File: config.mk
export PLATFORM = sky130hd
export DESIGN_NAME = urir_core
export DESIGN_NICKNAME = d
export VERILOG_FILES = /design/src/verilog/urir_core.v
export VERILOG_INCLUDE_DIRS = /design/src /design/src/verilog
export SDC_FILE = /design/constraint.sdc
export NUM_CORES = 1
export LEC_CHECK = 0
export ABC_AREA = 1
export BUFFER_PORTS_ARGS = -buffer_cell sky130_fd_sc_hd__clkbuf_2
export CAP_MARGIN = 20
export CORE_ASPECT_RATIO = 0.5
export CORE_MARGIN = 4
export CORE_UTILIZATION = 45
export DETAILED_ROUTE_END_ITERATION = 10
export PLACE_DENSITY = 0.68
export SLEW_MARGIN = 20
export SYNTH_ARGS = -nofsm -noshare
export SYNTH_HDL_FRONTEND = slang
export SYNTH_SLANG_ARGS = --single-unit
File: constraint.sdc
create_clock -name i_ref_clk -period 16.65 [get_ports i_ref_clk]
set_clock_uncertainty 0.2 [all_clocks]
set_input_delay 0.8325 -clock i_ref_clk [delete_from_list [all_inputs] [get_ports i_ref_clk]]
set_output_delay 0.8325 -clock i_ref_clk [all_outputs]
set_load 0.005 [all_outputs]
File: src/verilog/urir_consts.vh
// Constants for the serial transceiver core with infrared encoder/decoder
`ifndef URIR_CONSTS_VH
`define URIR_CONSTS_VH
`define URIR_IDIV_W 16
`define URIR_FDIV_W 6
`define URIR_OVS 5'h10
`define URIR_MID_UART 4'h7
`define URIR_MID_IR 4'h3
`define URIR_IR_PULSE 5'h03
`define URIR_FIFO_DEPTH 32
`define URIR_FIFO_AW 5
`define URIR_RXE_FRM 8
`define URIR_RXE_PAR 9
`define URIR_RXE_BRK 10
`define URIR_RXE_OVR 11
`define URIR_LP_DIV_RST 8'h01
`endif

File: src/verilog/urir_core.v
// Serial transceiver core: fractional bit-rate, framing, FIFOs, loopback, infrared coder
// Contract
// (RULE_01) 22-bit divisor: 16 integer, 6 fraction bits
// (RULE_02) Divisor is refclk over sixteen times rate
// (RULE_03) Software rounds fraction times 64 plus half
// (RULE_04) Oversample tick pulses; divide by sixteen
// (RULE_05) Two 32-entry FIFOs, receive adds status
// (RULE_06) Enabled transmitter sends until FIFO empty
// (RULE_07) Busy until FIFO empty and stop sent
// (RULE_08) Three samples per bit, majority vote
// (RULE_09) Sample at tick eight, four in infrared
// (RULE_10) Start valid only if still low
// (RULE_11) Data bits every sixteen ticks, then parity
// (RULE_12) Stop low flags framing; store word
// (RULE_13) Entry: data, frame, parity, break, overrun
// (RULE_14) Full FIFO: set overrun, drop character
// (RULE_15) Next stored character carries overrun, then clear
// (RULE_16) FIFOs off: one-entry holding, overrun on unread
// (RULE_17) FIFOs off: write bypasses to shifter
// (RULE_18) Loopback routes transmit to receive internally
// (RULE_19) Infrared zero is 3/16 high pulse
// (RULE_20) Low-power pulse is three low-power ticks
// (RULE_21) Low-power tick from divisor, 1.42-2.12MHz
// (RULE_22) Loopback plus test loops infrared path
// (RULE_23) Decoder rejects low pulses under 3/16
// (RULE_24) Decoded bits feed normal receive logic
`timescale 1ns/10ps
`include "urir_consts.vh"
module urir_core #(
  parameter FDEPTH = `URIR_FIFO_DEPTH,
  parameter AW = `URIR_FIFO_AW
) (
  input wire i_ref_clk, // Reference clock, 40 MHz
  input wire i_rst, // Asynchronous reset, active high
  input wire [15:0] i_integer_divisor_reg, // Integer divisor part
  input wire [5:0] i_fraction_divisor_reg, // Fractional divisor part
  input wire [7:0] i_ir_lowpower_divisor_reg, // Low-power tick divisor
  input wire i_enable, // Transceiver enable
  input wire i_tx_enable, // Transmit enable
  input wire i_rx_enable, // Receive enable
  input wire [1:0] i_word_len, // 0..3 means 5..8 data bits
  input wire i_parity_en, // Parity enable
  input wire i_parity_even, // Even parity
  input wire i_parity_stick, // Stick parity
  input wire i_two_stop, // Two stop bits
  input wire i_send_break, // Hold line low
  input wire i_fifo_en, // FIFOs enabled
  input wire i_ir_en, // Infrared mode
  input wire i_ir_lowpower_select, // Low-power pulse width
  input wire i_loopback_enable, // Internal loopback
  input wire i_ir_test_loop, // Infrared loopback with loopback_enable
  input wire [7:0] i_tx_data, // Transmit character
  input wire i_tx_valid, // Transmit character offered
  output wire o_tx_ready, // Transmit buffer can take it
  output wire [11:0] o_rx_data, // Received entry with status
  output wire o_rx_valid, // Entry available
  input wire i_rx_ready, // Consumer takes the entry
  input wire i_serial_rx_in, // Serial line in
  input wire i_ir_rx_in, // Infrared detector in, idle high
  output reg o_serial_tx_out, // Serial line out
  output reg o_ir_tx_out_n, // Infrared driver out
  output wire o_busy, // Transmitter busy
  output reg o_overrun_pending // Overrun waiting for next entry
);
  localparam TS_IDLE = 3'd0;
  localparam TS_START = 3'd1;
  localparam TS_DATA = 3'd2;
  localparam TS_PAR = 3'd3;
  localparam TS_STOP = 3'd4;

  function par_of;
    input [7:0] d;
    input [1:0] wl;
    input ev;
    input st;
    reg p;
    begin
      p = ^(d & (8'hff >> (2'd3 - wl)));
      par_of = st ? ~ev : (ev ? p : ~p);
    end
  endfunction

  // Fractional generator: 64x accumulator, tick every divisor (RULE_01) (RULE_02)
  reg [21:0] bd_cnt_r;
  reg [5:0] bd_frac_r;
  reg tick_r;
  wire [6:0] frac_sum = {1'b0, bd_frac_r} + {1'b0, i_fraction_divisor_reg};
  wire [21:0] bd_top = {6'h00, i_integer_divisor_reg} + {21'h0, frac_sum[6]};
  always @(posedge i_ref_clk or posedge i_rst) begin
    if (i_rst) begin
      bd_cnt_r <= 22'h00_0000;
      bd_frac_r <= 6'h00;
      tick_r <= 1'b0;
    end else if (!i_enable || i_integer_divisor_reg == 16'h0000) begin
      bd_cnt_r <= 22'h00_0000;
      tick_r <= 1'b0;
    end else if (bd_cnt_r + 22'h00_0001 >= bd_top) begin
      bd_cnt_r <= 22'h00_0000;
      bd_frac_r <= frac_sum[5:0];
      tick_r <= 1'b1; // RULE_04
    end else begin
      bd_cnt_r <= bd_cnt_r + 22'h00_0001;
      tick_r <= 1'b0;
    end
  end

  // Low-power timebase (RULE_21)
  reg [7:0] lp_cnt_r;
  reg lp_tick_r;
  always @(posedge i_ref_clk or posedge i_rst) begin
    if (i_rst) begin
      lp_cnt_r <= 8'h00;
      lp_tick_r <= 1'b0;
    end else if (lp_cnt_r + 8'h01 >= i_ir_lowpower_divisor_reg) begin
      lp_cnt_r <= 8'h00;
      lp_tick_r <= (i_ir_lowpower_divisor_reg != 8'h00); // RULE_21
    end else begin
      lp_cnt_r <= lp_cnt_r + 8'h01;
      lp_tick_r <= 1'b0;
    end
  end

  // Transmit FIFO; depth one when FIFOs are off (RULE_05) (RULE_16)
  reg [7:0] txm [0:FDEPTH-1];
  reg [AW:0] tx_cnt_r;
  reg [AW-1:0] tx_wp_r, tx_rp_r;
  reg [2:0] ts_r;
  wire tx_full = i_fifo_en ? (tx_cnt_r == FDEPTH) : (tx_cnt_r != 0);
  assign o_tx_ready = !tx_full;
  wire tx_push = i_tx_valid && !tx_full;
  wire tx_pop = (ts_r == TS_IDLE) && (tx_cnt_r != 0) && i_enable && i_tx_enable;
  always @(posedge i_ref_clk or posedge i_rst) begin
    if (i_rst) begin
      tx_cnt_r <= {(AW+1){1'b0}};
      tx_wp_r <= {AW{1'b0}};
      tx_rp_r <= {AW{1'b0}};
    end else begin
      if (tx_push) begin
        txm[tx_wp_r] <= i_tx_data;
        tx_wp_r <= tx_wp_r + 1'b1;
      end
      if (tx_pop)
        tx_rp_r <= tx_rp_r + 1'b1;
      tx_cnt_r <= tx_cnt_r + {{AW{1'b0}}, tx_push} - {{AW{1'b0}}, tx_pop};
    end
  end

  // Transmitter; with FIFOs off an idle shifter empties the holding entry at once (RULE_17)
  reg [7:0] tsh_r;
  reg [3:0] t16_r;
  reg [2:0] tbit_r;
  reg tstop2_r;
  reg tx_nrz_r;
  assign o_busy = (tx_cnt_r != 0) || (ts_r != TS_IDLE); // RULE_07
  always @(posedge i_ref_clk or posedge i_rst) begin
    if (i_rst) begin
      ts_r <= TS_IDLE;
      tsh_r <= 8'h00;
      t16_r <= 4'h0;
      tbit_r <= 3'd0;
      tstop2_r <= 1'b0;
      tx_nrz_r <= 1'b1;
    end else begin
      case (ts_r)
        TS_IDLE: begin
          tx_nrz_r <= 1'b1;
          if (tx_pop) begin // RULE_06
            tsh_r <= txm[tx_rp_r];
            ts_r <= TS_START;
            t16_r <= 4'h0;
            tx_nrz_r <= 1'b0;
          end
        end
        default: begin
          if (tick_r) begin
            t16_r <= t16_r + 4'h1;
            if (t16_r == 4'hf) begin // RULE_04
              case (ts_r)
                TS_START: begin
                  ts_r <= TS_DATA;
                  tbit_r <= 3'd0;
                  tx_nrz_r <= tsh_r[0];
                end
                TS_DATA: begin
                  if (tbit_r == {1'b1, i_word_len}) begin
                    ts_r <= i_parity_en ? TS_PAR : TS_STOP;
                    tx_nrz_r <= i_parity_en ?
                      par_of(tsh_r, i_word_len, i_parity_even, i_parity_stick) : 1'b1;
                    tstop2_r <= i_two_stop;
                  end else begin
                    tbit_r <= tbit_r + 3'd1;
                    tx_nrz_r <= tsh_r[tbit_r + 3'd1];
                  end
                end
                TS_PAR: begin
                  ts_r <= TS_STOP;
                  tx_nrz_r <= 1'b1;
                end
                TS_STOP: begin
                  if (tstop2_r)
                    tstop2_r <= 1'b0;
                  else
                    ts_r <= TS_IDLE;
                end
                default: ts_r <= TS_IDLE;
              endcase
            end
          end
        end
      endcase
    end
  end

  // Infrared encoder: pulse for each zero (RULE_19) (RULE_20)
  reg [4:0] ir_pw_r;
  reg ir_on_r;
  wire pw_tick = i_ir_lowpower_select ? lp_tick_r : tick_r;
  always @(posedge i_ref_clk or posedge i_rst) begin
    if (i_rst) begin
      ir_pw_r <= 5'h00;
      ir_on_r <= 1'b0;
    end else if (ts_r != TS_IDLE && tick_r && t16_r == 4'h0 && !tx_nrz_r) begin
      ir_on_r <= 1'b1;
      ir_pw_r <= 5'h00;
    end else if (ir_on_r && pw_tick) begin
      ir_pw_r <= ir_pw_r + 5'h01;
      if (ir_pw_r + 5'h01 >= `URIR_IR_PULSE)
        ir_on_r <= 1'b0; // RULE_20
    end
  end
  wire ir_enc = i_ir_en && ir_on_r && i_enable;
  wire line_tx = tx_nrz_r && !i_send_break;
  always @(posedge i_ref_clk or posedge i_rst) begin
    if (i_rst) begin
      o_serial_tx_out <= 1'b1;
      o_ir_tx_out_n <= 1'b0;
    end else begin
      o_serial_tx_out <= i_loopback_enable ? 1'b1 : line_tx;
      o_ir_tx_out_n <= i_loopback_enable ? 1'b0 : ir_enc; // RULE_22
    end
  end

  // Input synchronisers
  reg [1:0] srx_s_r, irx_s_r;
  always @(posedge i_ref_clk or posedge i_rst) begin
    if (i_rst) begin
      srx_s_r <= 2'b11;
      irx_s_r <= 2'b11;
    end else begin
      srx_s_r <= {srx_s_r[0], i_serial_rx_in};
      irx_s_r <= {irx_s_r[0], i_ir_rx_in};
    end
  end
  // Infrared decoder: a detector low longer than 3/16 of a tick stretches to a zero bit
  wire ir_in = (i_loopback_enable && i_ir_test_loop) ? !ir_enc : irx_s_r[1]; // RULE_22
  reg [21:0] glt_r;
  reg [4:0] dec_r;
  reg ir_nrz_r;
  wire [21:0] tick_len = i_ir_lowpower_select ? {14'h0000, i_ir_lowpower_divisor_reg} :
                         {6'h00, i_integer_divisor_reg};
  wire [21:0] glt_min = (tick_len * 22'd3) >> 4;
  always @(posedge i_ref_clk or posedge i_rst) begin
    if (i_rst) begin
      glt_r <= 22'h00_0000;
      dec_r <= 5'h00;
      ir_nrz_r <= 1'b1;
    end else begin
      glt_r <= ir_in ? 22'h00_0000 : glt_r + 22'h00_0001;
      if (!ir_in && glt_r >= glt_min) begin // RULE_23
        ir_nrz_r <= 1'b0;
        dec_r <= 5'h00;
      end else if (!ir_nrz_r && tick_r) begin
        dec_r <= dec_r + 5'h01;
        if (dec_r == 5'h0f)
          ir_nrz_r <= 1'b1;
      end
    end
  end
  wire loop_rx = i_ir_en ? !ir_enc : line_tx;
  wire rxd = i_loopback_enable ? (i_ir_en ? ir_nrz_r : loop_rx) :
             (i_ir_en ? ir_nrz_r : srx_s_r[1]); // RULE_18 RULE_24

  // Receiver with three-sample majority (RULE_08)
  reg [2:0] rs_r;
  reg [3:0] r16_r;
  reg [2:0] rbit_r;
  reg [7:0] rsh_r;
  reg [1:0] maj_r;
  reg rperr_r;
  reg rdone_r;
  reg [10:0] rword_r;
  wire [3:0] mid = i_ir_en ? `URIR_MID_IR : `URIR_MID_UART; // RULE_09
  // Third sample is the live input, so no sample of the previous bit joins the vote
  wire vote = (maj_r[0] & maj_r[1]) | (maj_r[1] & rxd) | (maj_r[0] & rxd);
  wire smp = tick_r && (r16_r == mid + 4'h2);
  always @(posedge i_ref_clk or posedge i_rst) begin
    if (i_rst) begin
      rs_r <= TS_IDLE;
      r16_r <= 4'h0;
      rbit_r <= 3'd0;
      rsh_r <= 8'h00;
      maj_r <= 2'b11;
      rperr_r <= 1'b0;
      rdone_r <= 1'b0;
      rword_r <= 11'h000;
    end else begin
      rdone_r <= 1'b0;
      if (tick_r && r16_r >= mid && r16_r <= mid + 4'h2)
        maj_r <= {maj_r[0], rxd};
      if (rs_r == TS_IDLE) begin
        r16_r <= 4'h0;
        if (!rxd && i_enable && i_rx_enable) // RULE_09
          rs_r <= TS_START;
      end else if (tick_r) begin
        r16_r <= r16_r + 4'h1;
        if (smp) begin
          case (rs_r)
            TS_START: begin
              rs_r <= vote ? TS_IDLE : TS_DATA; // RULE_10
              rbit_r <= 3'd0;
              rsh_r <= 8'h00;
            end
            TS_DATA: begin // RULE_11
              rsh_r[rbit_r] <= vote;
              rbit_r <= rbit_r + 3'd1;
              if (rbit_r == {1'b1, i_word_len})
                rs_r <= i_parity_en ? TS_PAR : TS_STOP;
            end
            TS_PAR: begin
              rperr_r <= vote != par_of(rsh_r, i_word_len, i_parity_even, i_parity_stick);
              rs_r <= TS_STOP;
            end
            default: begin // RULE_12
              rword_r <= {(rsh_r == 8'h00) && !vote, rperr_r && i_parity_en, !vote, rsh_r};
              rdone_r <= 1'b1;
              rperr_r <= 1'b0;
              rs_r <= TS_IDLE;
            end
          endcase
        end
      end
    end
  end

  // Receive FIFO: the head entry drives the two-entry output stage (RULE_05) (RULE_13)
  reg [11:0] rxm [0:FDEPTH-1];
  reg [AW:0] rx_cnt_r;
  reg [AW-1:0] rx_wp_r, rx_rp_r;
  reg [11:0] ob_d0_r, ob_d1_r;
  reg [1:0] ob_n_r;
  wire rx_full = i_fifo_en ? (rx_cnt_r == FDEPTH) : (rx_cnt_r != 0 || ob_n_r != 2'd0);
  wire rx_push = rdone_r && !rx_full;
  wire ob_pop = (ob_n_r != 2'd0) && i_rx_ready;
  wire ob_take = (rx_cnt_r != 0) && (ob_n_r != 2'd2 || ob_pop);
  assign o_rx_valid = (ob_n_r != 2'd0);
  assign o_rx_data = ob_d0_r;
  always @(posedge i_ref_clk or posedge i_rst) begin
    if (i_rst) begin
      rx_cnt_r <= {(AW+1){1'b0}};
      rx_wp_r <= {AW{1'b0}};
      rx_rp_r <= {AW{1'b0}};
      o_overrun_pending <= 1'b0;
      ob_d0_r <= 12'h000;
      ob_d1_r <= 12'h000;
      ob_n_r <= 2'd0;
    end else begin
      if (rdone_r && rx_full)
        o_overrun_pending <= 1'b1; // RULE_14 RULE_16
      else if (rx_push)
        o_overrun_pending <= 1'b0; // RULE_15
      if (rx_push) begin
        rxm[rx_wp_r] <= {o_overrun_pending, rword_r};
        rx_wp_r <= rx_wp_r + 1'b1;
      end
      if (ob_take)
        rx_rp_r <= rx_rp_r + 1'b1;
      rx_cnt_r <= rx_cnt_r + {{AW{1'b0}}, rx_push} - {{AW{1'b0}}, ob_take};
      case ({ob_take, ob_pop})
        2'b10: begin
          if (ob_n_r == 2'd0)
            ob_d0_r <= rxm[rx_rp_r];
          else
            ob_d1_r <= rxm[rx_rp_r];
          ob_n_r <= ob_n_r + 2'd1;
        end
        2'b01: begin
          ob_d0_r <= ob_d1_r;
          ob_n_r <= ob_n_r - 2'd1;
        end
        2'b11: begin
          if (ob_n_r == 2'd1)
            ob_d0_r <= rxm[rx_rp_r];
          else begin
            ob_d0_r <= ob_d1_r;
            ob_d1_r <= rxm[rx_rp_r];
          end
        end
        default: ob_n_r <= ob_n_r;
      endcase
    end
  end
endmodule // urir_core

==> results of run 1 <==
## through the flow
stage	instances	hold WS (ns)	area (sq um)	util	power, mW
global route	4768	0.0354	41700	0.507	6.67
CTS	4766	0.00917	41700	0.507	6.32
finish	4768	0.0726	41700	0.507	6.29
global placement	4626	0.145	39100	0.475	4.45
floorplan	3556	0.145	37700	-	3.93
detailed placement	4628	0.148	39200	0.476	4.52
## power groups by stage
stage	clock [mW]	combinational, mW	sequential (mW)
after global routing	1.91	2.03	2.72
after detailed placement	0	1.78	2.74
final	1.79	1.79	2.70
after floorplan	0	1.24	2.69
after CTS	1.83	1.80	2.70
after global placement	0	1.73	2.73
## placed cells by master, fill, tap and decap left out, drive strengths merged, types with 2 or more instances in the layout
cell type and instances:
edfxtp 640, nor2 630, nand2 513, o21ai 379
inv 253, nand3 192, dfrtp 181, clkbuf 171
a21oi 116, ha 112, xor2 71, o211ai 57
o22ai 56, nand4 46, buf 43, clkinv 33
nor3 30, o221ai 28, xnor2 22, bufinv 9
dfstp 9, a211oi 8, nor4 8, o21bai 8
nand3b 7, or2 6, a31oi 6, clkinvlp 6
conb 5, o21a 3, fa 3, a22oi 2
nor3b 2, a21o 2, o41ai 2
## worst max-delay path: cells and delay by family, from the launching register on
| family | cells | cell delay [ns] |
|---|---|---|
| fa+ha+maj | 5 | 1.14 |
| simple gates | 16 | 2.12 |
| buf+inv | 3 | 0.17 |
| compound gates | 4 | 0.63 |
| flops | 1 | 0.36 |
## cells by family after synthesis
| logic type | count (synthesis) |
|---|---|
| compound gates | 672 |
| fa+ha+maj | 115 |
| flops | 830 |
| xor+xnor | 93 |
| other cells | 1 |
| buf+inv | 405 |
| simple gates | 1436 |
## area by class of cell
| cell class | count | area (sq um) | share of cell area |
|---|---|---|---|
| well taps | 1102 | 1380 | 0.0330 |
| clock inverters | 43 | 473 | 0.0113 |
| multi-input cells | 2321 | 12100 | 0.291 |
| clock buffers | 95 | 2050 | 0.0491 |
| repair buffers | 119 | 711 | 0.0170 |
| flip-flops and latches | 830 | 24000 | 0.575 |
| inverters | 258 | 980 | 0.0235 |
## routing by layer
metal  wire (microns)  global-route usage  part of all wire
met3             5320              0.0296             0.059
met2            42900               0.337              0.48
met4             3020              0.0762             0.034
met1            38900               0.279              0.43
met5                0                   0                 0
## path summary, 6_finish.rpt
kind,startpoint,endpoint,depth (start not counted)
max,bd_frac_r[0],bd_cnt_r[4],28
min,i_ir_rx_in,irx_s_r[0],1
max reg2reg,bd_frac_r[0],bd_cnt_r[4],28
min reg2reg,irx_s_r[0],irx_s_r[1],0
max in group asynchronous,i_rst,tx_rp_r[0],3
min in group asynchronous,i_rst,bd_cnt_r[1],2
## flip-flops by register name, indices dropped and copies added (netlist names), 6 cells and up
register	cells
rxm	384
txm	256
bd_cnt_r	22
glt_r	22
o_rx_data	12
ob_d1_r	12
rword_r	11
lp_cnt_r	8
rsh_r	8
tsh_r	8
bd_frac_r	6
rx_cnt_r	6
tx_cnt_r	6
==> results.txt, run 1 <==
Status - finished clean
Cts hold-fix bufs - 0
Cell mode on critical path - nand2_1
Async SR Flop Fraction - 0.229
H-tree Lvls - 3
Vias in the first global route - 25,600
RSZ-0062 raised after global routing - false
DP Worst Slack - 11.41 ns
Final period util - 0.281
# DRC - 0
Sequential-to-total area share from yosys stat - 0.636
Setup CP Type - reg2reg
Clock Tree Root - clkbuf_16
Pleak - 16.0 nW
Cell Area, Synth - 0.0377 sq mm
Yosys warns - 0
Final setup fails - 0
Post-CTS sizing - 0
Logic pwr share - 0.285
Share of cells above drive strength 1 - 0.0857
Syn_area_per_cell - 10.6 sq um
Transition time of the tightest slew-check pin - 1.11 ns
Part of the power in the clock network - 0.285
Fin crit period - 4.68 ns
Post-CTS Setup Repair Bufs - 0
Multiplexer area fraction after synthesis - 0
Cell row count - 74
Critical Path End Type - flip-flop
P_int - 4.08 mW
Primary FF master, synth - edfxtp_1
Synth area leaders - edfxtp_1 51%, dfrtp_1 12%, nor2_1 6.1%
Worst hold path type - in2reg
Slew headroom - 0.259
Clk buf depth - 3
Area Growth Syn to Fin - 10.7%
Final Max Tran Viols - 0
Synth top area share - 0.510
Fmax achieved - 214 MHz
Synth area leader - edfxtp_1
Seq pwr share - 0.429
Final GP Congestion - 0.887
Antenna Cells - 0
Post-synthesis compound-gate area fraction - 0.100
Initial Utilization - 0.458
Die Y - 213 microns
Xor and xnor area share after synthesis - 0.0216
Post-Synth Adder-Cell Area - 0.0388
TritonCTS buffer count - 76
Number of antenna violations at the first check in global routing - 2
CTS Sinks - 830
Via count - 26,200
Clk pin slew, worst setup/hold paths - 0.07 ns
WP data arrival - 5.04 ns
WP data required - 17.01 ns
Largest net degree at the start of global routing - 90
Post-synth EDFFs - 640
Final hold violations - 0
Top-count cell post-synth - edfxtp_1
DRT Pass-1 Iters - 6
Setup total negative slack - 0 ns
CORE AREA - 0.0823 sq mm
CP max stage delay - 0.39 ns
Die width - 417 microns
Yosys cell types - 56
Number of max-cap violations - 0
First-pass GRT wire length - 143 mm
DP HPWL - 57.0 mm
CTS tree - done
Min setup slack post-route - 11.97 ns
Maximum VDD drop - 0.0000907 V
Fillers - 7,195
Vias per Instance - 5.49
Register bit total from synthesis - 830
Sw Share - 0.351
Crit path max fanout - 17
Top post-synthesis cells by count - 640 x edfxtp_1, 609 x nor2_1, 509 x nand2_1
Final ANT Viol Nets - 0
Post-Synth Simple-Gate Area - 0.160
Overall global routing resource usage - 0.205
Initial drt markers - 2,379
I/O pin cnt - 77
Wire per inst - 18.9 microns
Pwr per Cell Area - 151 mW/mm^2
Largest family of logic cells by synthesized area - simple AND/OR/NAND/NOR gates
Mapped Cells - 3,552
Total global routing overflow - 0
Die area - 0.0887 sq mm
Reg2Reg Setup Slack - 11.97 ns
Startpoint Class - flip-flop
NetSw - 2.21 mW
Total routed wirelength - 90.2 mm
Port bufs - 76
Clk_lat worst skew - 0.64 ns
Final #Nets - 3,780
Crit path max-delay cell type - fa_1
No activity file was read; power rests on OpenSTA's default activity.
==> run 2: changes to the inputs <==
==> constraint.sdc (replaced) <==
create_clock -name i_ref_clk -period 4.5 [get_ports i_ref_clk]
set_clock_uncertainty 0.2 [all_clocks]
set_input_delay 0.225 -clock i_ref_clk [delete_from_list [all_inputs] [get_ports i_ref_clk]]
set_output_delay 0.225 -clock i_ref_clk [all_outputs]
set_load 0.005 [all_outputs]
==> results.txt, run 2 (same netlist as run 1, synthesis figures left out) <==
Total global routing overflow - 0 (unchanged)
Via count - 26,400 (+1.0%)
Vias in the first global route - 25,500 (-0.46%)
Final #Nets - 3,851 (+1.9%)
Largest net degree at the start of global routing - 191 (+110%)
Placed Cells - 4,654 (+0.56%)
RSZ-0062 raised after global routing - true
TritonCTS buffer count - 77 (+1.3%)
CP max stage delay - 0.38 ns (about the same)
Total routed wirelength - 91.1 mm (+1.0%)
Port bufs - 76 (unchanged)
Hold_sp - i_tx_data[2]
Transition time of the tightest slew-check pin - 1.06 ns (-0.0500 ns)
Part of the power in the clock network - 0.285 (about the same)
Wire per inst - 18.8 microns (-0.57%)
R2R cell count - 31 (+11%)
Status - finished clean
Worst hold path type - in2reg
Biggest register - rxm
Commonest non-fill, non-tap cell in the layout - edfxtp_1
DP Worst Slack - -0.128 ns (-11.54 ns)
Die area - 0.0887 sq mm (unchanged)
Final period util - 0.981 (+0.700)
Sw Share - 0.353 (+0.00170)
Most frequent cells in the layout - 640 x edfxtp_1, 602 x nor2_1, 500 x nand2_1
Logic pwr share - 0.296 (+0.011)
Setup CP Type - reg2reg
Crit path max fanout - 7 (-10)
DP HPWL - 56.6 mm (-0.57%)
Seq pwr share - 0.419 (-0.010)
Initial Utilization - 0.458 (unchanged)
P_int - 15.2 mW (+270%)
Final Max Tran Viols - 0 (unchanged)
Hold path depth - 1 (unchanged)
Biggest regs - rxm x384, txm x256
First-pass GRT wire length - 142 mm (-0.51%)
WP data arrival - 4.75 ns (-0.29 ns)
Min setup slack post-route - 0.0839 ns (-11.89 ns)
Number of antenna violations at the first check in global routing - 2 (unchanged)
Final core occ - 0.518 (+0.0109)
Clk_lat worst skew - 0.65 ns (about the same)
Max reg flops - 384 (unchanged)
Clk buf depth - 3 (unchanged)
Final hold violations - 0 (unchanged)
Fmax achieved - 226 MHz (+5.9%)
Pleak - 16.3 nW (+2.4%)
Share of cells above drive strength 1 - 0.100 (+0.0143)
Crit path max-delay cell type - fa_2
Maximum VDD drop - 0.000425 V (+370%)
CTS tree - done
Reg2Reg Setup Slack - 0.08 ns (-11.89 ns)
Vias per Instance - 5.46 (-0.59%)
Fin crit period - 4.42 ns (-0.261 ns)
RR Endpoint - bd_frac_r[5]
Slew headroom - 0.295 (+0.0361)
Die Y - 213 microns (unchanged)
WP data required - 4.84 ns (-12.17 ns)
Final setup fails - 0 (unchanged)
CTS Sinks - 830 (unchanged)
DRT Pass-1 Iters - 5 (-1)
Post-route cell area - 0.0426 sq mm (+2.1%)
Overall global routing resource usage - 0.204 (-0.00104)
Fillers - 7,037 (-2.2%)
Area Growth Syn to Fin - 13.1%
Critical Path End Type - flip-flop
Non-filler cells, final - 4,844 (+1.6%)
Final GP Congestion - 0.865 (-2.5%)
R2R Path Start - bd_frac_r[0]
Placed Area - 0.0394 sq mm (+0.54%)
Cell row count - 74 (unchanged)
I/O pin cnt - 77 (unchanged)
WHS - 0.0847 ns (+0.0120 ns)
H-tree Lvls - 3 (unchanged)
Die width - 417 microns (unchanged)
Clock Tree Root - clkbuf_16
NetSw - 8.31 mW (+280%)
Startpoint Class - flip-flop
CORE AREA - 0.0823 sq mm (unchanged)
Hold path endpoint - txm[24][2]
Number of max-cap violations - 0 (unchanged)
Clk pin slew, worst setup/hold paths - 0.07 ns (about the same)
Final ANT Viol Nets - 0 (unchanged)
Pwr per Cell Area - 553 mW/mm^2 (+270%)
# DRC - 0 (unchanged)
Initial drt markers - 2,526 (+6.2%)
[run 2: changes by cell type in the layout (fill, tap and decap cells not counted), moves of 5 or more]
cell and delta:
nand3_1 -7, nor2_2 -12, nand2_1 -9, buf_4 +30, ha_1 -5, nor2_1 +9, nand2_2 +8, clkinv_4 +5
dlygate4sd3_1 +35
[run 2: repair_timing]
action                                  in CTS  in global routing
hold buffers                                35                  0
endpoints found under the hold margin      247                  0
buffers inserted                             3                  7
resized for setup                            6                 45
endpoints found under the setup margin      24                 24
pin swaps                                    5                 26
[run 2: metrics by stage]
stage / TNS [ns] / power (mW)
floorplan: -0.653 / 14.5
global placement: 0 / 16.6
detailed placement: -1.98 / 16.8
CTS: 0 / 23.6
global route: -4.43 / 25.0
finish: 0 / 23.6
[run 2: routing by layer]
metal	track usage	share of wire	wire [microns]	up-vias
li1	-	-	-	12600
met3	0.0285	0.058	5270	160
met4	0.0731	0.032	2910	0
met2	0.341	0.48	44100	771
met1	0.274	0.43	38800	12900
met5	0	0	0	-
[run 2: critical path: cells and delay by family (launching register included)]
family	cells	cell delay [ns]
simple gates	19	1.73
fa+ha+maj	5	1.29
compound gates	4	0.53
flops	1	0.37
buf+inv	3	0.17
[run 2: worst max-delay path by stage]
stage	from	endpoint	slack, ns	cells past startpoint
5_1_grt	bd_frac_r[0]	bd_frac_r[4]	-0.27	31
3_3_place_gp	bd_frac_r[0]	bd_frac_r[3]	0.02	31
6_report	bd_frac_r[0]	bd_frac_r[5]	0.08	31
2_1_floorplan	i_rst	rxm[11][0]	-0.007	3
4_1_cts	bd_frac_r[0]	bd_frac_r[4]	0.01	31
3_5_place_dp	bd_frac_r[0]	bd_cnt_r[0]	-0.13	29
[run 2: cell type report]
cell class	instances	area, sq um	share of cell area
Sequential cell	830	24000	0.563
Multi-Input combinational cell	2321	12300	0.289
Clock buffer	90	2020	0.0474
Timing Repair Buffer	189	1400	0.0328
Tap cell	1102	1380	0.0323
Inverter	258	976	0.0229
Clock inverter	52	552	0.0129
Antenna cell	2	5.00	0.000117
[run 2: power groups by stage]
stage | Combinational [mW] | Clock, mW | Sequential [mW]
CTS | 6.90 | 6.85 | 9.87
global route | 7.85 | 7.17 | 9.96
detailed placement | 6.78 | 0 | 10.0
finish | 6.97 | 6.72 | 9.88
global placement | 6.58 | 0 | 10.0
floorplan | 4.59 | 0 | 9.95
==> run 3: changes to the inputs <==
--- a/config.mk
+++ b/config.mk
@@ -11,9 +11,9 @@
 export CAP_MARGIN = 20
 export CORE_ASPECT_RATIO = 0.5
 export CORE_MARGIN = 4
-export CORE_UTILIZATION = 45
+export CORE_UTILIZATION = 53
 export DETAILED_ROUTE_END_ITERATION = 10
-export PLACE_DENSITY = 0.68
+export PLACE_DENSITY = 0.77
 export SLEW_MARGIN = 20
 export SYNTH_ARGS = -nofsm -noshare
 export SYNTH_HDL_FRONTEND = slang
==> results.txt, run 3 (same netlist as run 1, synthesis figures left out) <==
Status - finished, violations left
Final hold violations - 0 (unchanged)
Most frequent cells in the layout - 640 x edfxtp_1, 600 x nor2_1, 501 x nand2_1
Number of antenna violations at the first check in global routing - 0 (-2)
Wire per inst - 19.4 microns (+2.9%)
Failing checks - setup timing
Cell mode on critical path - nand2_1
Clk buf depth - 3 (unchanged)
WP data arrival - 4.97 ns (+0.22 ns)
Clock Tree Root - clkbuf_16
Max reg flops - 384 (unchanged)
CORE AREA - 0.0697 sq mm (-15%)
Hold path endpoint - srx_s_r[0]
DP Worst Slack - -0.130 ns (-0.00223 ns)
Final Max Tran Viols - 0 (unchanged)
CP max stage delay - 0.41 ns (+0.03 ns)
Die width - 385 microns (-7.7%)
Overall global routing resource usage - 0.234 (+0.0305)
CTS tree - done
R2R cell count - 30 (-3.2%)
NetSw - 8.28 mW (-0.42%)
Total global routing overflow - 0 (unchanged)
Seq pwr share - 0.431 (+0.012)
Largest net degree at the start of global routing - 191 (unchanged)
Placed Area - 0.0393 sq mm (-0.26%)
DRT Pass-1 Iters - 6 (+1)
Pwr per Cell Area - 549 mW/mm^2 (-0.65%)
H-tree Lvls - 3 (unchanged)
Initial Utilization - 0.541 (+0.0830)
Initial drt markers - 3,206 (+27%)
CTS Sinks - 830 (unchanged)
Startpoint Class - flip-flop
Biggest regs - rxm x384, txm x256
Commonest non-fill, non-tap cell in the layout - edfxtp_1
Via count - 27,000 (+2.3%)
Share of cells above drive strength 1 - 0.102 (+0.00176)
Total routed wirelength - 90.8 mm (-0.39%)
Maximum VDD drop - 0.000375 V (-12%)
Setup CP Type - reg2reg
Crit path max-delay cell type - dfrtp_1
Part of the power in the clock network - 0.272 (-0.013)
I/O pin cnt - 77 (unchanged)
Vias in the first global route - 26,100 (+2.4%)
RR Endpoint - bd_frac_r[5]
Setup total negative slack - -1.82 ns (-1.82 ns)
Transition time of the tightest slew-check pin - 1.06 ns (+0.00105 ns)
Port bufs - 76 (unchanged)
# DRC - 0 (unchanged)
WHS - 0.0394 ns (-0.0453 ns)
Sw Share - 0.356 (+0.00299)
Clk pin slew, worst setup/hold paths - 0.06 ns (about the same)
Min setup slack post-route - -0.166 ns (-0.250 ns)
Pleak - 16.3 nW (about the same)
R2R Path Start - bd_frac_r[0]
Slew headroom - 0.292 (-0.00331)
TritonCTS buffer count - 74 (-3.9%)
Post-route cell area - 0.0424 sq mm (-0.61%)
WP data required - 4.80 ns (-0.04 ns)
Fin crit period - 4.67 ns (+0.250 ns)
Logic pwr share - 0.298 (+0.002)
Die area - 0.0757 sq mm (-15%)
First-pass GRT wire length - 141 mm (-1.1%)
Worst hold path type - in2reg
RSZ-0062 raised after global routing - true
Cell row count - 68 (-8.1%)
Final ANT Viol Nets - 0 (unchanged)
Antenna Cells - 0 (-2)
Crit path max fanout - 6 (-1)
Fmax achieved - 214 MHz (-5.4%)
DP HPWL - 56.0 mm (-1.2%)
Final setup fails - 23 (+23)
Final GP Congestion - 0.902 (+4.3%)
Die Y - 197 microns (-7.6%)
Hold_sp - i_serial_rx_in
Number of max-cap violations - 0 (unchanged)
Final #Nets - 3,862 (+0.29%)
Vias per Instance - 5.77 (+5.7%)
Area Growth Syn to Fin - 12.4%
Reg2Reg Setup Slack - -0.17 ns (-0.25 ns)
Critical Path End Type - flip-flop
Final period util - 1.04 (+0.0556)
Hold path depth - 2 (+1)
P_int - 15.0 mW (-1.7%)
Clk_lat worst skew - 0.64 ns (about the same)
Biggest register - rxm
run 3: area by class of cell:
class / count / area, sq um
clock buffer: 101 / 2050
clock inverter: 31 / 323
fill: 5278 / 27300
inverter: 258 / 976
multi-input combinational: 2321 / 12300
sequential: 830 / 24000
tap: 945 / 1180
timing repair buffer: 203 / 1520
run 3: power groups by stage:
stage                     logic (mW)  clock network [mW]  registers (mW)
after floorplan                 4.59                   0            9.95
after global placement          6.38                   0            10.1
after detailed placement        6.67                   0            10.1
after CTS                       6.79                6.37            9.99
after global routing            7.68                6.68            10.1
final                           6.93                6.32            10.0
run 3: repair_timing:
item                       4_1_cts  5_1_grt
setup endpoints to repair       24       24
cloned                           0        2
hold endpoints to repair       198        0
resized for setup                3       53
hold buffers                    29        0
pin swaps                        0       23
buffers inserted                 1       12
run 3: per-layer routing:
metal  routed length, microns  track usage  vias up
met2                    44300        0.395     1182
met4                     3440       0.0866        0
met1                    36000        0.309    13000
met5                        0            0        -
li1                         -            -    12600
met3                     6990       0.0370      226
run 3: worst max-delay path, delay by kind of cell (launching register included):
family | cells | cell delay [ns]
AOI/OAI and AO/OA | 4 | 0.41
xor gates and xnor gates | 1 | 0.15
adders and majority gates | 4 | 1.10
buffers and inverters | 4 | 0.47
DFF | 1 | 0.41
and+or+nand+nor | 17 | 1.79
run 3: per-stage QoR:
step / std cells / power (mW) / util
floorplan: 3556 / 14.5 / -
global placement: 4511 / 16.5 / 0.564
detailed placement: 4512 / 16.8 / 0.564
CTS: 4674 / 23.1 / 0.602
global route: 4689 / 24.4 / 0.608
finish: 4689 / 23.3 / 0.608
run 3: worst max path at each step:
stage | start | endpoint | slack, ns
after floorplan | i_rst | rxm[11][0] | -0.007
after global placement | bd_frac_r[0] | bd_cnt_r[3] | -0.08
after detailed placement | bd_frac_r[0] | bd_cnt_r[3] | -0.13
after CTS | bd_frac_r[0] | bd_cnt_r[0] | 0.008
after global routing | bd_frac_r[0] | bd_frac_r[5] | -0.41
final | bd_frac_r[0] | bd_frac_r[5] | -0.17
